## config.mk

```make
export PLATFORM = sky130hd
export DESIGN_NAME = acs_sequencer
export DESIGN_NICKNAME = d
export VERILOG_FILES = /design/src/core/acs_pkg.sv /design/src/core/acs_sequencer.sv /design/src/core/acs_tick_div.sv
export VERILOG_INCLUDE_DIRS = /design/src /design/src/core
export SDC_FILE = /design/constraint.sdc
export NUM_CORES = 1
export LEC_CHECK = 0
export ABC_AREA = 1
export BUFFER_PORTS_ARGS = -buffer_cell sky130_fd_sc_hd__buf_2
export CORE_UTILIZATION = 50
export CTS_BUF_LIST = sky130_fd_sc_hd__clkbuf_4 sky130_fd_sc_hd__clkbuf_8 sky130_fd_sc_hd__clkbuf_16
export DETAILED_ROUTE_END_ITERATION = 10
export PLACE_DENSITY = 0.75
export SYNTH_ARGS = -nofsm -noshare
export SYNTH_HDL_FRONTEND = slang
export SYNTH_SLANG_ARGS = --single-unit
```

## constraint.sdc

```tcl
create_clock -name clk_i -period 2.25 [get_ports clk_i]
set_input_delay 0.225 -clock clk_i [delete_from_list [all_inputs] [get_ports clk_i]]
set_output_delay 0.225 -clock clk_i [all_outputs]
set_load 0.05 [all_outputs]
```

## src/core/acs_cfg.svh

```systemverilog
// What this block does
// - Resolution bits equal two times log2 of ratio plus log2 of count.
// - Ratio is a power of two 8..1024; count is 1, 2, 4 or 8.
// - Conversion lasts count times (ratio plus one) plus one sample cycles.
// - Any write to the five chain config registers resets gain stages.
// - Bias codes: 11 full, 10 three quarters, 01 half, 00 quarter.
// - Ready output goes low for exactly one sample cycle at end.
// - Serial register clock is at most 400 kHz; device copes with any rate.
// - Results are binary two's complement numbers.
// - Zero to two init cycles before, zero to five end cycles after.
`ifndef ACS_CFG_SVH
`define ACS_CFG_SVH

// Clock and sampling rates
`define ACS_CLK_HZ        20000000
`define ACS_FS_HZ         250000
`define ACS_FS_DIV        (`ACS_CLK_HZ / `ACS_FS_HZ)
`define ACS_SCL_MAX_HZ    400000
`define ACS_INIT_CYC      1
`define ACS_END_CYC       2
`define ACS_INIT_CYC_MAX  2
`define ACS_END_CYC_MAX   5

// Register byte offsets
`define ACS_OFF_CTRL      8'h00
`define ACS_OFF_STATUS    8'h04
`define ACS_OFF_RESULT    8'h08
`define ACS_OFF_ACQ1      8'h0c
`define ACS_OFF_ACQ2      8'h10
`define ACS_OFF_ACQ3      8'h14
`define ACS_OFF_ACQ4      8'h18
`define ACS_OFF_ACQ5      8'h1c
`define ACS_OFF_IRQ_STAT  8'h20
`define ACS_OFF_IRQ_CLR   8'h24
`define ACS_OFF_IRQ_EN    8'h28

// Field positions
`define ACS_CTRL_START    0
`define ACS_OSR_LSB       0
`define ACS_NEL_LSB       4
`define ACS_PGA_BIAS_LSB  0
`define ACS_ADC_BIAS_LSB  2
`define ACS_PGA_EN_LSB    0
`define ACS_CHAN_LSB      4
`define ACS_ST_BUSY       0
`define ACS_ST_SETTLED    1
`define ACS_ST_RES_LSB    8
`define ACS_IRQ_DONE      0
`define ACS_IRQ_SETTLED   1

// Reset values
`define ACS_RST_OSR       3'h0
`define ACS_RST_NEL       2'h0
`define ACS_RST_BIAS      2'h3
`define ACS_RST_PGA_EN    3'h0
`define ACS_RST_CHAN      3'h0
`define ACS_RST_GAIN      8'h00
`define ACS_RST_IRQ       2'h0

`endif

```

## src/core/acs_pkg.sv

```systemverilog
package acs_pkg;

	// Conversion sequence states
	typedef enum logic [2:0] {
		ACS_IDLE,
		ACS_INIT,
		ACS_RUN,
		ACS_END,
		ACS_PULSE
	} acs_state_e;

	// Acquisition chain configuration as driven to the analog side
	typedef struct packed {
		logic [2:0] osr_code;     // log2(oversampling_ratio) - 3
		logic [1:0] nel_code;     // log2(elementary_conversion_count)
		logic [1:0] gain_stage_bias_sel;
		logic [1:0] converter_bias_sel;
		logic [2:0] gain_stage_en;
		logic [2:0] channel;
		logic [7:0] gain_word;
		logic [7:0] offset_word;
	} acs_cfg_s;

	// Bias current levels in quarters of nominal
	typedef struct packed {
		logic [2:0] gain_stage;
		logic [2:0] converter;
	} acs_bias_s;

endpackage

```

## src/core/acs_sequencer.sv

```systemverilog
// The register offsets and register access over Wishbone are this design's own decisions.
`timescale 1ns/1ns
`include "acs_cfg.svh"
// Conversion sequencer with Wishbone register file
module acs_sequencer
	import acs_pkg::*;
#(
	parameter int FS_DIV   = `ACS_FS_DIV,
	parameter int INIT_CYC = `ACS_INIT_CYC,
	parameter int END_CYC  = `ACS_END_CYC
) (
	input  wire logic        clk_i,
	input  wire logic        rst_i,
	input  wire logic        wb_cyc_i,
	input  wire logic        wb_stb_i,
	input  wire logic        wb_we_i,
	input  wire logic [7:0]  wb_adr_i,
	input  wire logic [3:0]  wb_sel_i,
	input  wire logic [31:0] wb_dat_i,
	output logic      [31:0] wb_dat_o,
	output logic             wb_ack_o,
	input  wire logic [15:0] sample_data_i,
	output acs_cfg_s         cfg_o,
	output acs_bias_s        bias_o,
	output logic             gain_stage_reset_o,
	output logic      [4:0]  resolution_o,
	output logic             ready_n_o,
	output logic             irq_o
);
	localparam int CW = 14;

	// Effective resolution from the two codes
	function automatic logic [4:0] res_bits(input logic [2:0] oversampling_ratio,
	                                        input logic [1:0] nel);
		res_bits = 5'(({2'h0, oversampling_ratio} + 5'h03) * 5'h02) + {3'h0, nel};
	endfunction

	// Ratio value, always a power of two 8..1024
	function automatic logic [CW-1:0] osr_val(input logic [2:0] oversampling_ratio);
		osr_val = CW'(14'h0008 << oversampling_ratio);
	endfunction

	// Sample cycles of one conversion
	function automatic logic [CW-1:0] conv_len(input logic [2:0] oversampling_ratio,
	                                           input logic [1:0] nel);
		conv_len = CW'((osr_val(oversampling_ratio) + CW'(1)) << nel) + CW'(1);
	endfunction

	// Bias code to quarters of nominal current
	function automatic logic [2:0] bias_q(input logic [1:0] code);
		bias_q = {1'b0, code} + 3'h1;
	endfunction

	logic            fs_tick;
	logic            bus_req;
	logic            bus_wr;
	logic            acq_wr;
	logic            lane0;

	acs_cfg_s        cfg;
	acs_cfg_s        next_cfg;
	logic            ack;
	logic            next_ack;
	logic [31:0]     rdata;
	logic [31:0]     next_rdata;
	logic            start_pend;
	logic            next_start_pend;
	logic [1:0]      irq_stat;
	logic [1:0]      next_irq_stat;
	logic [1:0]      irq_en;
	logic [1:0]      next_irq_en;
	logic            gsr;
	logic            next_gsr;
	acs_bias_s       bias;
	acs_bias_s       next_bias;
	logic [4:0]      res;
	logic [4:0]      next_res;

	acs_state_e      state;
	acs_state_e      next_state;
	logic [CW-1:0]   cnt;
	logic [CW-1:0]   next_cnt;
	logic [15:0]     result;
	logic [15:0]     next_result;
	logic            ready_n;
	logic            next_ready_n;
	logic            done_ev;
	logic [CW-1:0]   settle_cnt;
	logic [CW-1:0]   next_settle_cnt;
	logic            settled;
	logic            settle_ev;

	acs_tick_div #(
		.DIV    (FS_DIV)
	) u_fs_div (
		.clk_i  (clk_i),
		.rst_i  (rst_i),
		.tick_o (fs_tick)
	);

	// Bus decode; write lands at the edge that samples ack high
	assign bus_req = wb_cyc_i && wb_stb_i;
	assign bus_wr  = bus_req && wb_we_i && ack;
	assign lane0   = wb_sel_i[0];
	assign acq_wr  = bus_wr && lane0 &&
	                 (wb_adr_i == `ACS_OFF_ACQ1 ||
	                  wb_adr_i == `ACS_OFF_ACQ2 ||
	                  wb_adr_i == `ACS_OFF_ACQ3 ||
	                  wb_adr_i == `ACS_OFF_ACQ4 ||
	                  wb_adr_i == `ACS_OFF_ACQ5);

	// Settling tracker, only matters when a gain stage is in the path
	assign settled = (cfg.gain_stage_en == 3'h0) ||
	                 (settle_cnt >= osr_val(cfg.osr_code));

	// Settle counter restarts on any chain config write
	always_comb begin
		next_settle_cnt = settle_cnt;
		settle_ev       = 1'b0;
		if (acq_wr) begin
			next_settle_cnt = '0;
		end else if (fs_tick && settle_cnt < osr_val(cfg.osr_code)) begin
			next_settle_cnt = settle_cnt + CW'(1);
			settle_ev = (settle_cnt + CW'(1) == osr_val(cfg.osr_code)) &&
			            (cfg.gain_stage_en != 3'h0);
		end
	end

	always_ff @(posedge clk_i) begin
		if (rst_i) begin
			settle_cnt <= '0;
		end else begin
			settle_cnt <= next_settle_cnt;
		end
	end

	// Register file and bus answer
	always_comb begin
		next_cfg        = cfg;
		next_irq_en     = irq_en;
		next_start_pend = start_pend;
		next_ack        = bus_req && !ack;
		next_rdata      = 32'h0000_0000;
		next_gsr        = acq_wr;
		next_irq_stat   = irq_stat;
		// Taken start clears first so a start written on a tick survives
		if (state == ACS_IDLE && fs_tick) begin
			next_start_pend = 1'b0;
		end
		if (bus_wr && lane0) begin
			case (wb_adr_i)
				`ACS_OFF_CTRL: begin
					if (wb_dat_i[`ACS_CTRL_START]) begin
						next_start_pend = 1'b1;
					end
				end
				`ACS_OFF_ACQ1: begin
					next_cfg.osr_code = wb_dat_i[`ACS_OSR_LSB +: 3];
					next_cfg.nel_code = wb_dat_i[`ACS_NEL_LSB +: 2];
				end
				`ACS_OFF_ACQ2: begin
					next_cfg.gain_stage_bias_sel =
						wb_dat_i[`ACS_PGA_BIAS_LSB +: 2];
					next_cfg.converter_bias_sel =
						wb_dat_i[`ACS_ADC_BIAS_LSB +: 2];
				end
				`ACS_OFF_ACQ3: begin
					next_cfg.gain_stage_en = wb_dat_i[`ACS_PGA_EN_LSB +: 3];
					next_cfg.channel       = wb_dat_i[`ACS_CHAN_LSB +: 3];
				end
				`ACS_OFF_ACQ4: next_cfg.gain_word   = wb_dat_i[7:0];
				`ACS_OFF_ACQ5: next_cfg.offset_word = wb_dat_i[7:0];
				`ACS_OFF_IRQ_CLR: begin
					next_irq_stat = irq_stat & ~wb_dat_i[1:0];
				end
				`ACS_OFF_IRQ_EN: next_irq_en = wb_dat_i[1:0];
				default: begin
				end
			endcase
		end
		// Set wins over a clear in the same cycle
		if (done_ev) begin
			next_irq_stat[`ACS_IRQ_DONE] = 1'b1;
		end
		if (settle_ev) begin
			next_irq_stat[`ACS_IRQ_SETTLED] = 1'b1;
		end
		if (bus_req && !ack && !wb_we_i) begin
			case (wb_adr_i)
				`ACS_OFF_STATUS: begin
					next_rdata[`ACS_ST_BUSY] =
						(state != ACS_IDLE) || start_pend;
					next_rdata[`ACS_ST_SETTLED] = settled;
					next_rdata[`ACS_ST_RES_LSB +: 5] = res;
				end
				`ACS_OFF_RESULT: begin
					next_rdata = {{16{result[15]}}, result};
				end
				`ACS_OFF_ACQ1: begin
					next_rdata[`ACS_OSR_LSB +: 3] = cfg.osr_code;
					next_rdata[`ACS_NEL_LSB +: 2] = cfg.nel_code;
				end
				`ACS_OFF_ACQ2: begin
					next_rdata[`ACS_PGA_BIAS_LSB +: 2] =
						cfg.gain_stage_bias_sel;
					next_rdata[`ACS_ADC_BIAS_LSB +: 2] =
						cfg.converter_bias_sel;
				end
				`ACS_OFF_ACQ3: begin
					next_rdata[`ACS_PGA_EN_LSB +: 3] = cfg.gain_stage_en;
					next_rdata[`ACS_CHAN_LSB +: 3]   = cfg.channel;
				end
				`ACS_OFF_ACQ4:     next_rdata[7:0] = cfg.gain_word;
				`ACS_OFF_ACQ5:     next_rdata[7:0] = cfg.offset_word;
				`ACS_OFF_IRQ_STAT: next_rdata[1:0] = irq_stat;
				`ACS_OFF_IRQ_EN:   next_rdata[1:0] = irq_en;
				default:           next_rdata = 32'h0000_0000;
			endcase
		end
		next_bias.gain_stage = bias_q(next_cfg.gain_stage_bias_sel);
		next_bias.converter  = bias_q(next_cfg.converter_bias_sel);
		next_res = res_bits(next_cfg.osr_code, next_cfg.nel_code);
	end

	always_ff @(posedge clk_i) begin
		if (rst_i) begin
			cfg.osr_code            <= `ACS_RST_OSR;
			cfg.nel_code            <= `ACS_RST_NEL;
			cfg.gain_stage_bias_sel <= `ACS_RST_BIAS;
			cfg.converter_bias_sel  <= `ACS_RST_BIAS;
			cfg.gain_stage_en       <= `ACS_RST_PGA_EN;
			cfg.channel             <= `ACS_RST_CHAN;
			cfg.gain_word           <= `ACS_RST_GAIN;
			cfg.offset_word         <= `ACS_RST_GAIN;
			irq_en                  <= `ACS_RST_IRQ;
			irq_stat                <= `ACS_RST_IRQ;
			start_pend              <= 1'b0;
			ack                     <= 1'b0;
			rdata                   <= 32'h0000_0000;
			gsr                     <= 1'b0;
			bias.gain_stage         <= bias_q(`ACS_RST_BIAS);
			bias.converter          <= bias_q(`ACS_RST_BIAS);
			res                     <= res_bits(`ACS_RST_OSR, `ACS_RST_NEL);
		end else begin
			cfg        <= next_cfg;
			irq_en     <= next_irq_en;
			irq_stat   <= next_irq_stat;
			start_pend <= next_start_pend;
			ack        <= next_ack;
			rdata      <= next_rdata;
			gsr        <= next_gsr;
			bias       <= next_bias;
			res        <= next_res;
		end
	end

	// Conversion sequence, advanced on sampling ticks
	always_comb begin
		next_state   = state;
		next_cnt     = cnt;
		next_result  = result;
		next_ready_n = ready_n;
		done_ev      = 1'b0;
		if (fs_tick) begin
			case (state)
				ACS_IDLE: begin
					next_ready_n = 1'b1;
					if (start_pend) begin
						if (INIT_CYC > 0) begin
							next_state = ACS_INIT;
							next_cnt   = CW'(INIT_CYC - 1);
						end else begin
							next_state = ACS_RUN;
							next_cnt   = conv_len(cfg.osr_code,
							                      cfg.nel_code) - CW'(1);
						end
					end
				end
				ACS_INIT: begin
					next_cnt = cnt - CW'(1);
					if (cnt == '0) begin
						next_state = ACS_RUN;
						next_cnt   = conv_len(cfg.osr_code,
						                      cfg.nel_code) - CW'(1);
					end
				end
				ACS_RUN: begin
					next_cnt = cnt - CW'(1);
					if (cnt == '0) begin
						next_result = sample_data_i;
						if (END_CYC > 0) begin
							next_state = ACS_END;
							next_cnt   = CW'(END_CYC - 1);
						end else begin
							next_state   = ACS_PULSE;
							next_ready_n = 1'b0;
							done_ev      = 1'b1;
						end
					end
				end
				ACS_END: begin
					next_cnt = cnt - CW'(1);
					if (cnt == '0) begin
						next_state   = ACS_PULSE;
						next_ready_n = 1'b0;
						done_ev      = 1'b1;
					end
				end
				ACS_PULSE: begin
					next_state   = ACS_IDLE;
					next_ready_n = 1'b1;
				end
				default: begin
					next_state   = ACS_IDLE;
					next_ready_n = 1'b1;
				end
			endcase
		end
	end

	always_ff @(posedge clk_i) begin
		if (rst_i) begin
			state   <= ACS_IDLE;
			cnt     <= '0;
			result  <= 16'h0000;
			ready_n <= 1'b1;
		end else begin
			state   <= next_state;
			cnt     <= next_cnt;
			result  <= next_result;
			ready_n <= next_ready_n;
		end
	end

	// Outputs; one-cycle bus answer is far inside any 400 kHz frame
	assign wb_ack_o           = ack;
	assign wb_dat_o           = rdata;
	assign cfg_o              = cfg;
	assign bias_o             = bias;
	assign resolution_o       = res;
	assign gain_stage_reset_o = gsr;
	assign ready_n_o          = ready_n;
	assign irq_o              = |(irq_stat & irq_en);
endmodule

```

## src/core/acs_tick_div.sv

```systemverilog
`timescale 1ns/1ns
// Sampling clock enable: one-cycle pulse every DIV clocks
module acs_tick_div #(
	parameter int DIV = 80
) (
	input  wire logic clk_i,
	input  wire logic rst_i,
	output logic      tick_o
);
	localparam int W = $clog2(DIV + 1);

	logic [W-1:0] cnt;
	logic [W-1:0] next_cnt;
	logic         next_tick;

	// Count down and fire on wrap
	always_comb begin
		next_tick = 1'b0;
		next_cnt  = cnt - W'(1);
		if (cnt == '0) begin
			next_cnt  = W'(DIV - 1);
			next_tick = 1'b1;
		end
	end

	always_ff @(posedge clk_i) begin
		if (rst_i) begin
			cnt    <= '0;
			tick_o <= 1'b0;
		end else begin
			cnt    <= next_cnt;
			tick_o <= next_tick;
		end
	end
endmodule

```

==> results.md, run 1 <==
- Status: complete, no violations
- Post-Route WL: around 18,000 um
- TritonCTS clock tree: built
- Clock sink total: 120
- H-Tree Depth: 4
- Min-delay worst type: in -> reg
- Mapped Nets: around 1.0k
- DP Area: 0.00716 mm^2
- Total setup buffers inserted after CTS: 0
- Post-route antenna net violation count: 0
- Remaining DRCs: 0
- Worst-Skew Late Latency: 0.42 ns
- Gr usage total: about 28%
- Core Footprint: 0.0122 mm^2
- YS warnings: 0
- I/O Buffers: 115
- Initial Utilization: a little over half
- Wirelength per Cell: 14.5 um
- Synthesized cell area: about 0.0064 mm^2
- Layout area overhead: 22.1%
- Max FO, Critical Path: 6
- Worst-path clk slew: 0.06 ns
- Die Ht: 115 um
- Slew @ Worst Pin: slightly below 0.6 ns
- Clock Tree Root: clkbuf_16
- # setup viols final: 0
- Synth unique cells: 46
- Tmin final: 2.10 ns
- Full die area: between 0.01 and 0.015 mm^2
- Rows: 40
- Count of state elements after synthesis: 120
- Initial drt markers: 560
- Share of layout cells above drive strength 1: 21.7%
- Max-cap violations: 0
- Mean Syn Cell Area: ~6.9 um^2
- Final nets: 1,129
- Worst-case clock skew: 0.0122 ns
- P per Cell Area: 748 mW/mm^2
- Post-route clock period utilization: between 90% and 100%
- Antenna cells: 0
- Crit path capture type: register
- TritonRoute pass-1 iters: 5
- Setup TNS: 0 ns
- Post-synthesis sequential area ratio: between 30% and 40%
- Max frequency: 477 MHz
- Crit path required time: 2.56 ns
- Number of I/O pins: approximately 140
- VDD IR-drop max: approximately 0.00057 V
- # hold bufs at CTS: 0
- Largest net degree at the start of global routing: between 50 and 60
- Global-route wire length before repair: about 29,000 um
- Async set-reset flop share out of synthesis: 0%
- R2R Setup Slk: roughly 0.15 ns
- Ys flop type: dfxtp_1
- Vias/cell: 5.28
- Final Max Tran Viols: 0
- Crit Path Category: reg -> reg
- Vias: 6,482
- CTS Buf Count: 17
- Gr ovfl total: 0
- Cell count after synthesis: 923
- Die width: 115 um
- Initial antenna violation count: 0
- Vias in the first global route: 5,901
- RePlAce Congestion: 0.957
- Final Hold Viols: 0
- P_leak: 3.56 nW
- Number of synthesized flops with an enable pin: 0
- Finished Cell Area: 0.00778 mm^2
- Rel. slew slack: 61.0%
- Worst setup SP type: register
- RSZ-0062 raised after global routing: no
- Detail Placement HPWL: between 10,000 and 15,000 um
- WP data arrival: 2.41 ns
- Max Root-Sink Buffers: 2
-- critical path, cell delays in order (launching register included) --
cell and delay, ns:
dfxtp_2 0.38, inv_1 0.10, nor3_2 0.15, inv_1 0.09
ha_1 0.18, a21oi_1 0.15, o21ai_0 0.12, a21oi_2 0.21
nand3_2 0.17, buf_4 0.21, o21ai_0 0.17, a21oi_1 0.07
-- layout make-up --
class,count,area [um^2]
clock buffer,25,510
clock inverter,7,91.3
fill,1146,4430
inverter,112,420
multi-input combinational,648,3330
sequential,120,2410
tap,168,210
timing repair buffer,147,816
-- routing by layer --
layer / vias to the layer above / global-route usage (%) / part of all wire, %
met5: - / 0 / 0
met4: 0 / 12.5 / 2.7
met3: 37 / 5.69 / 6.6
met2: 260 / 45.3 / 46
met1: 2940 / 36.8 / 45
li1: 3245 / - / -
-- cells in the final DEF, fill, tap and decap left out, drive strengths merged, types with 6 or more instances in the layout --
cell    synthesis  final
nor3           18     18
nand3          61     61
buf            29    147
nand2         207    207
ha             18     18
nor2          111    111
o22ai           6      6
xor2           12     12
inv           110    110
clkinv          2      6
or2             9      9
dfxtp         120    120
clkbuf         14     25
a21oi          79     79
o21ai          88     88
-- flip-flops by register name, indices dropped and copies added, names as in the netlist --
name                cells
u_fs_div.tick_o         1
start_pend              1
state                   3
wb_dat_o               16
ready_n_o               1
settle_cnt             14
bias_o                  6
resolution_o            4
cfg_o                  31
gain_stage_reset_o      1
wb_ack_o                1
irq_en                  2
irq_stat                2
cnt                    14
result                 16
u_fs_div.cnt            7
-- synthesized netlist by cell type (2+ instances only) --
master / instances / area (um^2)
nand2_1: 201 / 754
dfxtp_1: 120 / 2400
inv_1: 102 / 383
nor2_1: 102 / 383
a21oi_1: 79 / 395
o21ai_0: 72 / 360
nand3_1: 61 / 305
ha_1: 18 / 225
buf_4: 17 / 128
o21ai_1: 15 / 75.1
clkbuf_1: 14 / 52.6
xor2_1: 12 / 105
nor3_1: 11 / 55.1
buf_2: 10 / 50.1
inv_2: 8 / 30.0
nor2_2: 8 / 50.1
or2_2: 7 / 43.8
nand2_2: 6 / 37.5
o22ai_1: 6 / 37.5
mux2i_1: 5 / 50.1
a22o_1: 4 / 35.0
nand4_1: 4 / 25.0
nor3_2: 4 / 40.0
a31oi_1: 3 / 18.8
nand3b_1: 3 / 22.5
nor3_4: 3 / 48.8
o211ai_1: 3 / 22.5
xnor2_1: 3 / 26.3
a211oi_1: 2 / 15.0
a221oi_1: 2 / 17.5
clkinv_1: 2 / 7.51
o2111ai_1: 2 / 17.5
-- path summary, 6_finish.rpt --
kind,from,endpoint,cells after the start
setup / recovery,cfg_o[28],settle_cnt[10],11
hold / removal,sample_data_i[10],result[10],3
hold reg to reg,u_fs_div.cnt[0],u_fs_div.cnt[0],1
setup reg to reg,cfg_o[28],settle_cnt[10],11
-- cells by family (layout without fill, tap and decap cells) --
group | count (synthesis) | count (layout) | share of synthesized area, %
buffers and inverters | 155 | 291 | 10.4
AND/OR/NAND/NOR | 416 | 416 | 28.7
multiplexers | 5 | 5 | 0.785
XOR/XNOR | 17 | 17 | 2.67
AO/OA/AOI/OAI | 192 | 192 | 16.2
adder cells (fa/ha/maj) | 18 | 18 | 3.53
flip-flops | 120 | 120 | 37.7
-- per-stage QoR --
step	worst slack (ns)	instances	utilization (%)	hold slack [ns]	total power [W]
after floorplan	0.0536	923	-	0.360	0.00288
after global placement	0.139	1195	58.6	0.424	0.00307
after detailed placement	0.133	1195	58.6	0.427	0.00309
after CTS	0.102	1227	63.6	0.0258	0.00581
after global routing	0.00527	1227	63.7	0.0327	0.00605
final	0.151	1227	63.7	0.0323	0.00582
-- where the power goes --
group          total, W  switching [W]  internal [W]
registers       0.00236       0.000123       0.00224
clock network   0.00273       0.000937       0.00179
logic          0.000731       0.000446      0.000285
-- timing repair --
item / CTS / global route
endpoints found under the hold margin: 0 / 0
endpoints found under the setup margin: 0 / 13
resized for setup: 0 / 5
Power figures use the tool's default switching activity.
==> inputs of run 2 (changes only) <==
Settings changed: CORE_MARGIN set to 2.
==> run 2 against run 1 <==
Sequential share of layout area about the same. Clock skew down 0.0037 ns. Maximum frequency up 2.6%. Cell count up 0.33%. Via count down 1.8%. Non-clock buffer count unchanged.
==> results.md, run 2 (same netlist as run 1, synthesis figures left out) <==
- WP data arrival: 2.36 ns
- VDD IR-drop max: 0.000496 V
- Initial Utilization: 50.9%
- Die width: 117 um
- Detail Placement HPWL: 12,700 um
- Min-delay worst type: in -> reg
- Crit path capture type: register
- I/O Buffers: 115
- Vias in the first global route: 5,984
- Total setup buffers inserted after CTS: 0
- Antenna cells: 0
- Post-route antenna net violation count: 0
- Post_cts resized: 0
- Dpl cells: 1,199
- Commonest non-fill, non-tap cell in the layout: nand2_1
- Worst-Skew Late Latency: 0.43 ns
- Final nets: 1,129
- Clock Tree Root: clkbuf_16
- Vias: 6,366
- Max Root-Sink Buffers: 2
- Wirelength per Cell: approximately 14 um
- Max FFs per register: 31
- Overall Power: a little under 0.006 W
- Crit Path Category: reg -> reg
- Tmin final: 2.05 ns
- Max-cap violations: 0
- Share of layout cells above drive strength 1: a little over a fifth
- TritonCTS clock tree: built
- Post-route clock period utilization: 90.9%
- Gr usage total: 26.1%
- Gr ovfl total: 0
- Max FO, Critical Path: 9
- # hold bufs at CTS: 0
- Final Non-Filler Cells: 1,231
- CTS Buf Count: 17
- Worst-path clk slew: 0.06 ns
- Number of I/O pins: approximately 140
- Full die area: 0.0137 mm^2
- Clock sink total: 120
- Initial antenna violation count: 0
- Final Hold Viols: 0
- Worst Hold Launch: sample_data_i[2]
- P_leak: 3.56 nW
- Core Footprint: 0.0125 mm^2
- Max frequency: 489 MHz
- Die Ht: 117 um
- Final Max Tran Viols: 0
- Worst setup SP type: register
- Status: complete, no violations
- Vias/cell: 5.17
- RePlAce Congestion: 0.983
- Crit path required time: 2.56 ns
- Initial drt markers: 402
- # setup viols final: 0
- RSZ-0062 raised after global routing: yes
- TritonRoute pass-1 iters: 5
- Post-route setup slack: 0.204 ns
- Reg-to-reg startpoint: cfg_o[30]
- Layout area overhead: 22.1%
- DP Worst Slack: 0.109 ns
- Rel. slew slack: 62.2%
- CP Launch Point: cfg_o[30]
- Post-Route WL: roughly 17,000 um
- Rows: 41
- P per Cell Area: 754 mW/mm^2
- H-Tree Depth: 4
- Worst-case clock skew: 0.00854 ns
- Largest net degree at the start of global routing: 51
- Slew @ Worst Pin: 0.567 ns
- Most frequent cells in the layout: 201 x nand2_1, 116 x dfxtp_1, 115 x buf_2, 102 x nor2_1, 101 x inv_1
- Global-route wire length before repair: 27,900 um
- Setup TNS: 0 ns
- Remaining DRCs: 0
==> run 2: final cells by class <==
class                   instances  area (um^2)
fillers                      1186         4730
multi-input cells             648         3320
clock buffers                  17          425
flip-flops and latches        120         2410
clock inverters                15          181
repair buffers                147          816
inverters                     112          420
well taps                     172          215
==> run 2: where the power goes <==
group / internal, W / switching, W
combinational: 0.000283 / 0.000435
sequential: 0.00224 / 0.000108
clock: 0.00168 / 0.00113
total: 0.00420 / 0.00167
==> run 2: metal layers <==
metal / vias up / wire (um) / GRT usage (%)
li1: 3252 / - / -
met1: 2838 / 7300 / 32.4
met2: 239 / 8030 / 43.5
met3: 37 / 1340 / 5.72
met4: 0 / 495 / 11.7
met5: - / 0 / 0
==> run 2: worst paths after layout <==
kind	to	slack, ns	cells past startpoint
worst max-delay path	settle_cnt[7]	0.20	10
worst min-delay path	result[2]	0.02	3
worst max register to register	settle_cnt[7]	0.20	10
worst min register to register	u_fs_div.cnt[0]	0.43	1
==> run 2: critical path, stage by stage (launching register included) <==
cell,delay (ns)
dfxtp_2,0.37
inv_1,0.14
nand3_1,0.18
ha_1,0.33
nand2_1,0.04
o21ai_0,0.24
nand3_1,0.15
nand3_2,0.14
inv_1,0.13
o21ai_0,0.16
a21oi_1,0.05
==> run 2: through the flow <==
step	area, um^2	utilization, %	hold slack [ns]
after floorplan	6380	-	0.360
after global placement	7170	57.3	0.422
after detailed placement	7170	57.3	0.427
after CTS	7770	62.1	0.0122
after global routing	7790	62.2	0.0302
final	7790	62.2	0.0186
==> inputs of run 3 (changes only) <==
Settings changed: CORE_UTILIZATION 50 to 49, PLACE_DENSITY 0.75 to 0.76, SETUP_SLACK_MARGIN set to 0.15.
Clock period 2.25 ns to 1.8 ns, I/O delays scaled along.
==> run 3 against run 2 <==
The run now ends with negative hold slack, negative setup slack left. Wire length up 31%. Sequential cell count unchanged. Critical path depth up 1. Utilization up 13 points. Hold slack worse by 0.026 ns. Cell count up 8.4%. Via count up 16%. Register-to-register slack worse by 0.42 ns. Combinational power up 130%. Cell area up 23%. Critical endpoint is now settle_cnt[0]. Highest routed layer unchanged.
==> results.md, run 3 (same netlist as run 1, synthesis figures left out) <==
- Status: finished, violations left
- Failing checks: negative hold slack, negative setup slack
- Core Footprint: 0.0127 mm^2
- Gr usage total: 30.6%
- Initial Utilization: 50.3%
- Worst setup SP type: register
- H-Tree Depth: 4
- Crit path capture type: register
- Max incr delay on CP: 0.39 ns
- Max FO, Critical Path: 7
- Initial antenna violation count: 0
- Final Hold Viols: 1
- Global-route wire length before repair: 34,300 um
- P per Cell Area: 839 mW/mm^2
- Hold_ws: -0.00740 ns
- P_leak: between 4 and 5 nW
- Post-route clock period utilization: 112%
- Vias: 7,368
- Worst-path clk slew: 0.07 ns
- Die Ht: 118 um
- Remaining DRCs: 0
- WP data arrival: 2.34 ns
- CTS Buf Count: 17
- # setup viols final: 15
- RSZ-0062 raised after global routing: yes
- Post-Route WL: about 22,000 um
- Max FFs per register: 31
- Gr ovfl total: 0
- Final Max Tran Viols: 0
- Max frequency: approximately 500 MHz
- Clock sink total: 120
- Rel. slew slack: 57.9%
- Final nets: 1,232
- Die width: 118 um
- Tmin final: 2.02 ns
- Rows: 41
- Full die area: 0.0139 mm^2
- RePlAce Congestion: 0.938
- Crit path required time: 2.13 ns
- Most frequent cells in the layout: 175 x nand2_1, 114 x buf_2, 105 x dfxtp_1, 97 x buf_4, 83 x inv_1
- Wirelength per Cell: 16.8 um
- Vias in the first global route: 7,044
- Slew @ Worst Pin: 0.632 ns
- Initial drt markers: between 500 and 600
- Layout area overhead: 50.2%
- Max Root-Sink Buffers: 2
- Commonest non-fill, non-tap cell in the layout: nand2_1
- Clock Tree Root: clkbuf_16
- TritonCTS clock tree: built
- CP max-delay cell: dfxtp_4
- Core Util, Final: roughly three quarters
- Number of I/O pins: 143
- Post-route setup slack: -0.216 ns
- Vias/cell: 5.52
- Max-cap violations: 0
- Fillers: 875
- Largest net degree at the start of global routing: 51
- VDD IR-drop max: 0.000689 V
- Share of layout cells above drive strength 1: 41.2%
- I/O Buffers: 115
- TritonRoute pass-1 iters: 5
- Crit Path Category: reg -> reg
- Antenna cells: 0
- Min-delay worst type: in -> reg
- Post-route antenna net violation count: 0
- Detail Placement HPWL: approximately 14,000 um
- Worst-Skew Late Latency: 0.45 ns
- Crit path top cell by count: a21oi_2
- Crit path cell chain: buf_4, nor3_4, inv_2, ha_4, a21oi_2, o21ai_2, nand3_2, nand3_4, buf_6, o21ai_4, a21oi_2
- Worst-case clock skew: around 0.011 ns
run 3: changes by cell type in the layout (fill, tap and decap cells not counted), moves of 14 or more:
cell           change
nor2_1            -23
o21ai_0           -30
a21oi_1           -19
nand2_2           +15
a21oi_2           +18
o21ai_2           +23
dlygate4sd3_1     +14
buf_6             +17
buf_4             +65
inv_1             -18
nor2_2            +16
nand2_1           -26
run 3: routing by layer:
metal,track usage [%],wire (um),vias to the layer above
met1,35.8,8390,3376
li1,-,-,3468
met4,14.5,1050,0
met5,0,0,-
met2,52.7,11100,419
met3,6.98,1830,105
run 3: final cells by class:
cell class / count / area [um^2] / share of cell area, %
multi-input combinational: 649 / 4150 / 43.3
sequential: 120 / 2440 / 25.5
timing repair buffer: 247 / 1710 / 17.9
inverter: 112 / 450 / 4.70
clock buffer: 17 / 425 / 4.44
tap: 172 / 215 / 2.25
clock inverter: 15 / 176 / 1.84
timing repair inverter: 2 / 15.0 / 0.157
run 3: worst max-delay path, delay by kind of cell, from the launching register on:
kind / cells / cell delay, ns
buf+inv: 3 / 0.41
flops: 1 / 0.39
compound gates: 4 / 0.45
fa+ha+maj: 1 / 0.22
simple gates: 3 / 0.42
run 3: worst paths after layout:
check | startpoint | to | slack [ns] | cells after the start
min | sample_data_i[14] | result[14] | -0.007 | 3
max reg2reg | cfg_o[30] | settle_cnt[0] | -0.22 | 11
max | cfg_o[30] | settle_cnt[0] | -0.22 | 11
min reg2reg | u_fs_div.cnt[0] | u_fs_div.cnt[0] | 0.45 | 1
run 3: metrics by stage:
step	TNS, ns	cells	setup WS, ns	cell area (um^2)	power, W
after floorplan	-1.28	923	-0.122	6600	0.00367
after detailed placement	-2.96	1244	-0.286	7720	0.00407
after global placement	-1.61	1244	-0.176	7720	0.00404
final	-2.45	1334	-0.216	9580	0.00804
after global routing	-3.87	1334	-0.292	9580	0.00832
after CTS	-1.26	1320	-0.118	9050	0.00782
run 3: repair_timing:
action,CTS,global route
pin swaps,53,52
hold buffers,13,1
gates resized for setup,116,124
cloned,4,0
setup buffers,27,13
endpoints found under the setup margin,56,80
hold endpoints to repair,13,1
run 3: where the power goes:
group | total [W] | switching [W] | internal, W
Sequential | 0.00292 | 0.000131 | 0.00279
Combinational | 0.00167 | 0.000896 | 0.000772
Clock | 0.00345 | 0.00158 | 0.00187
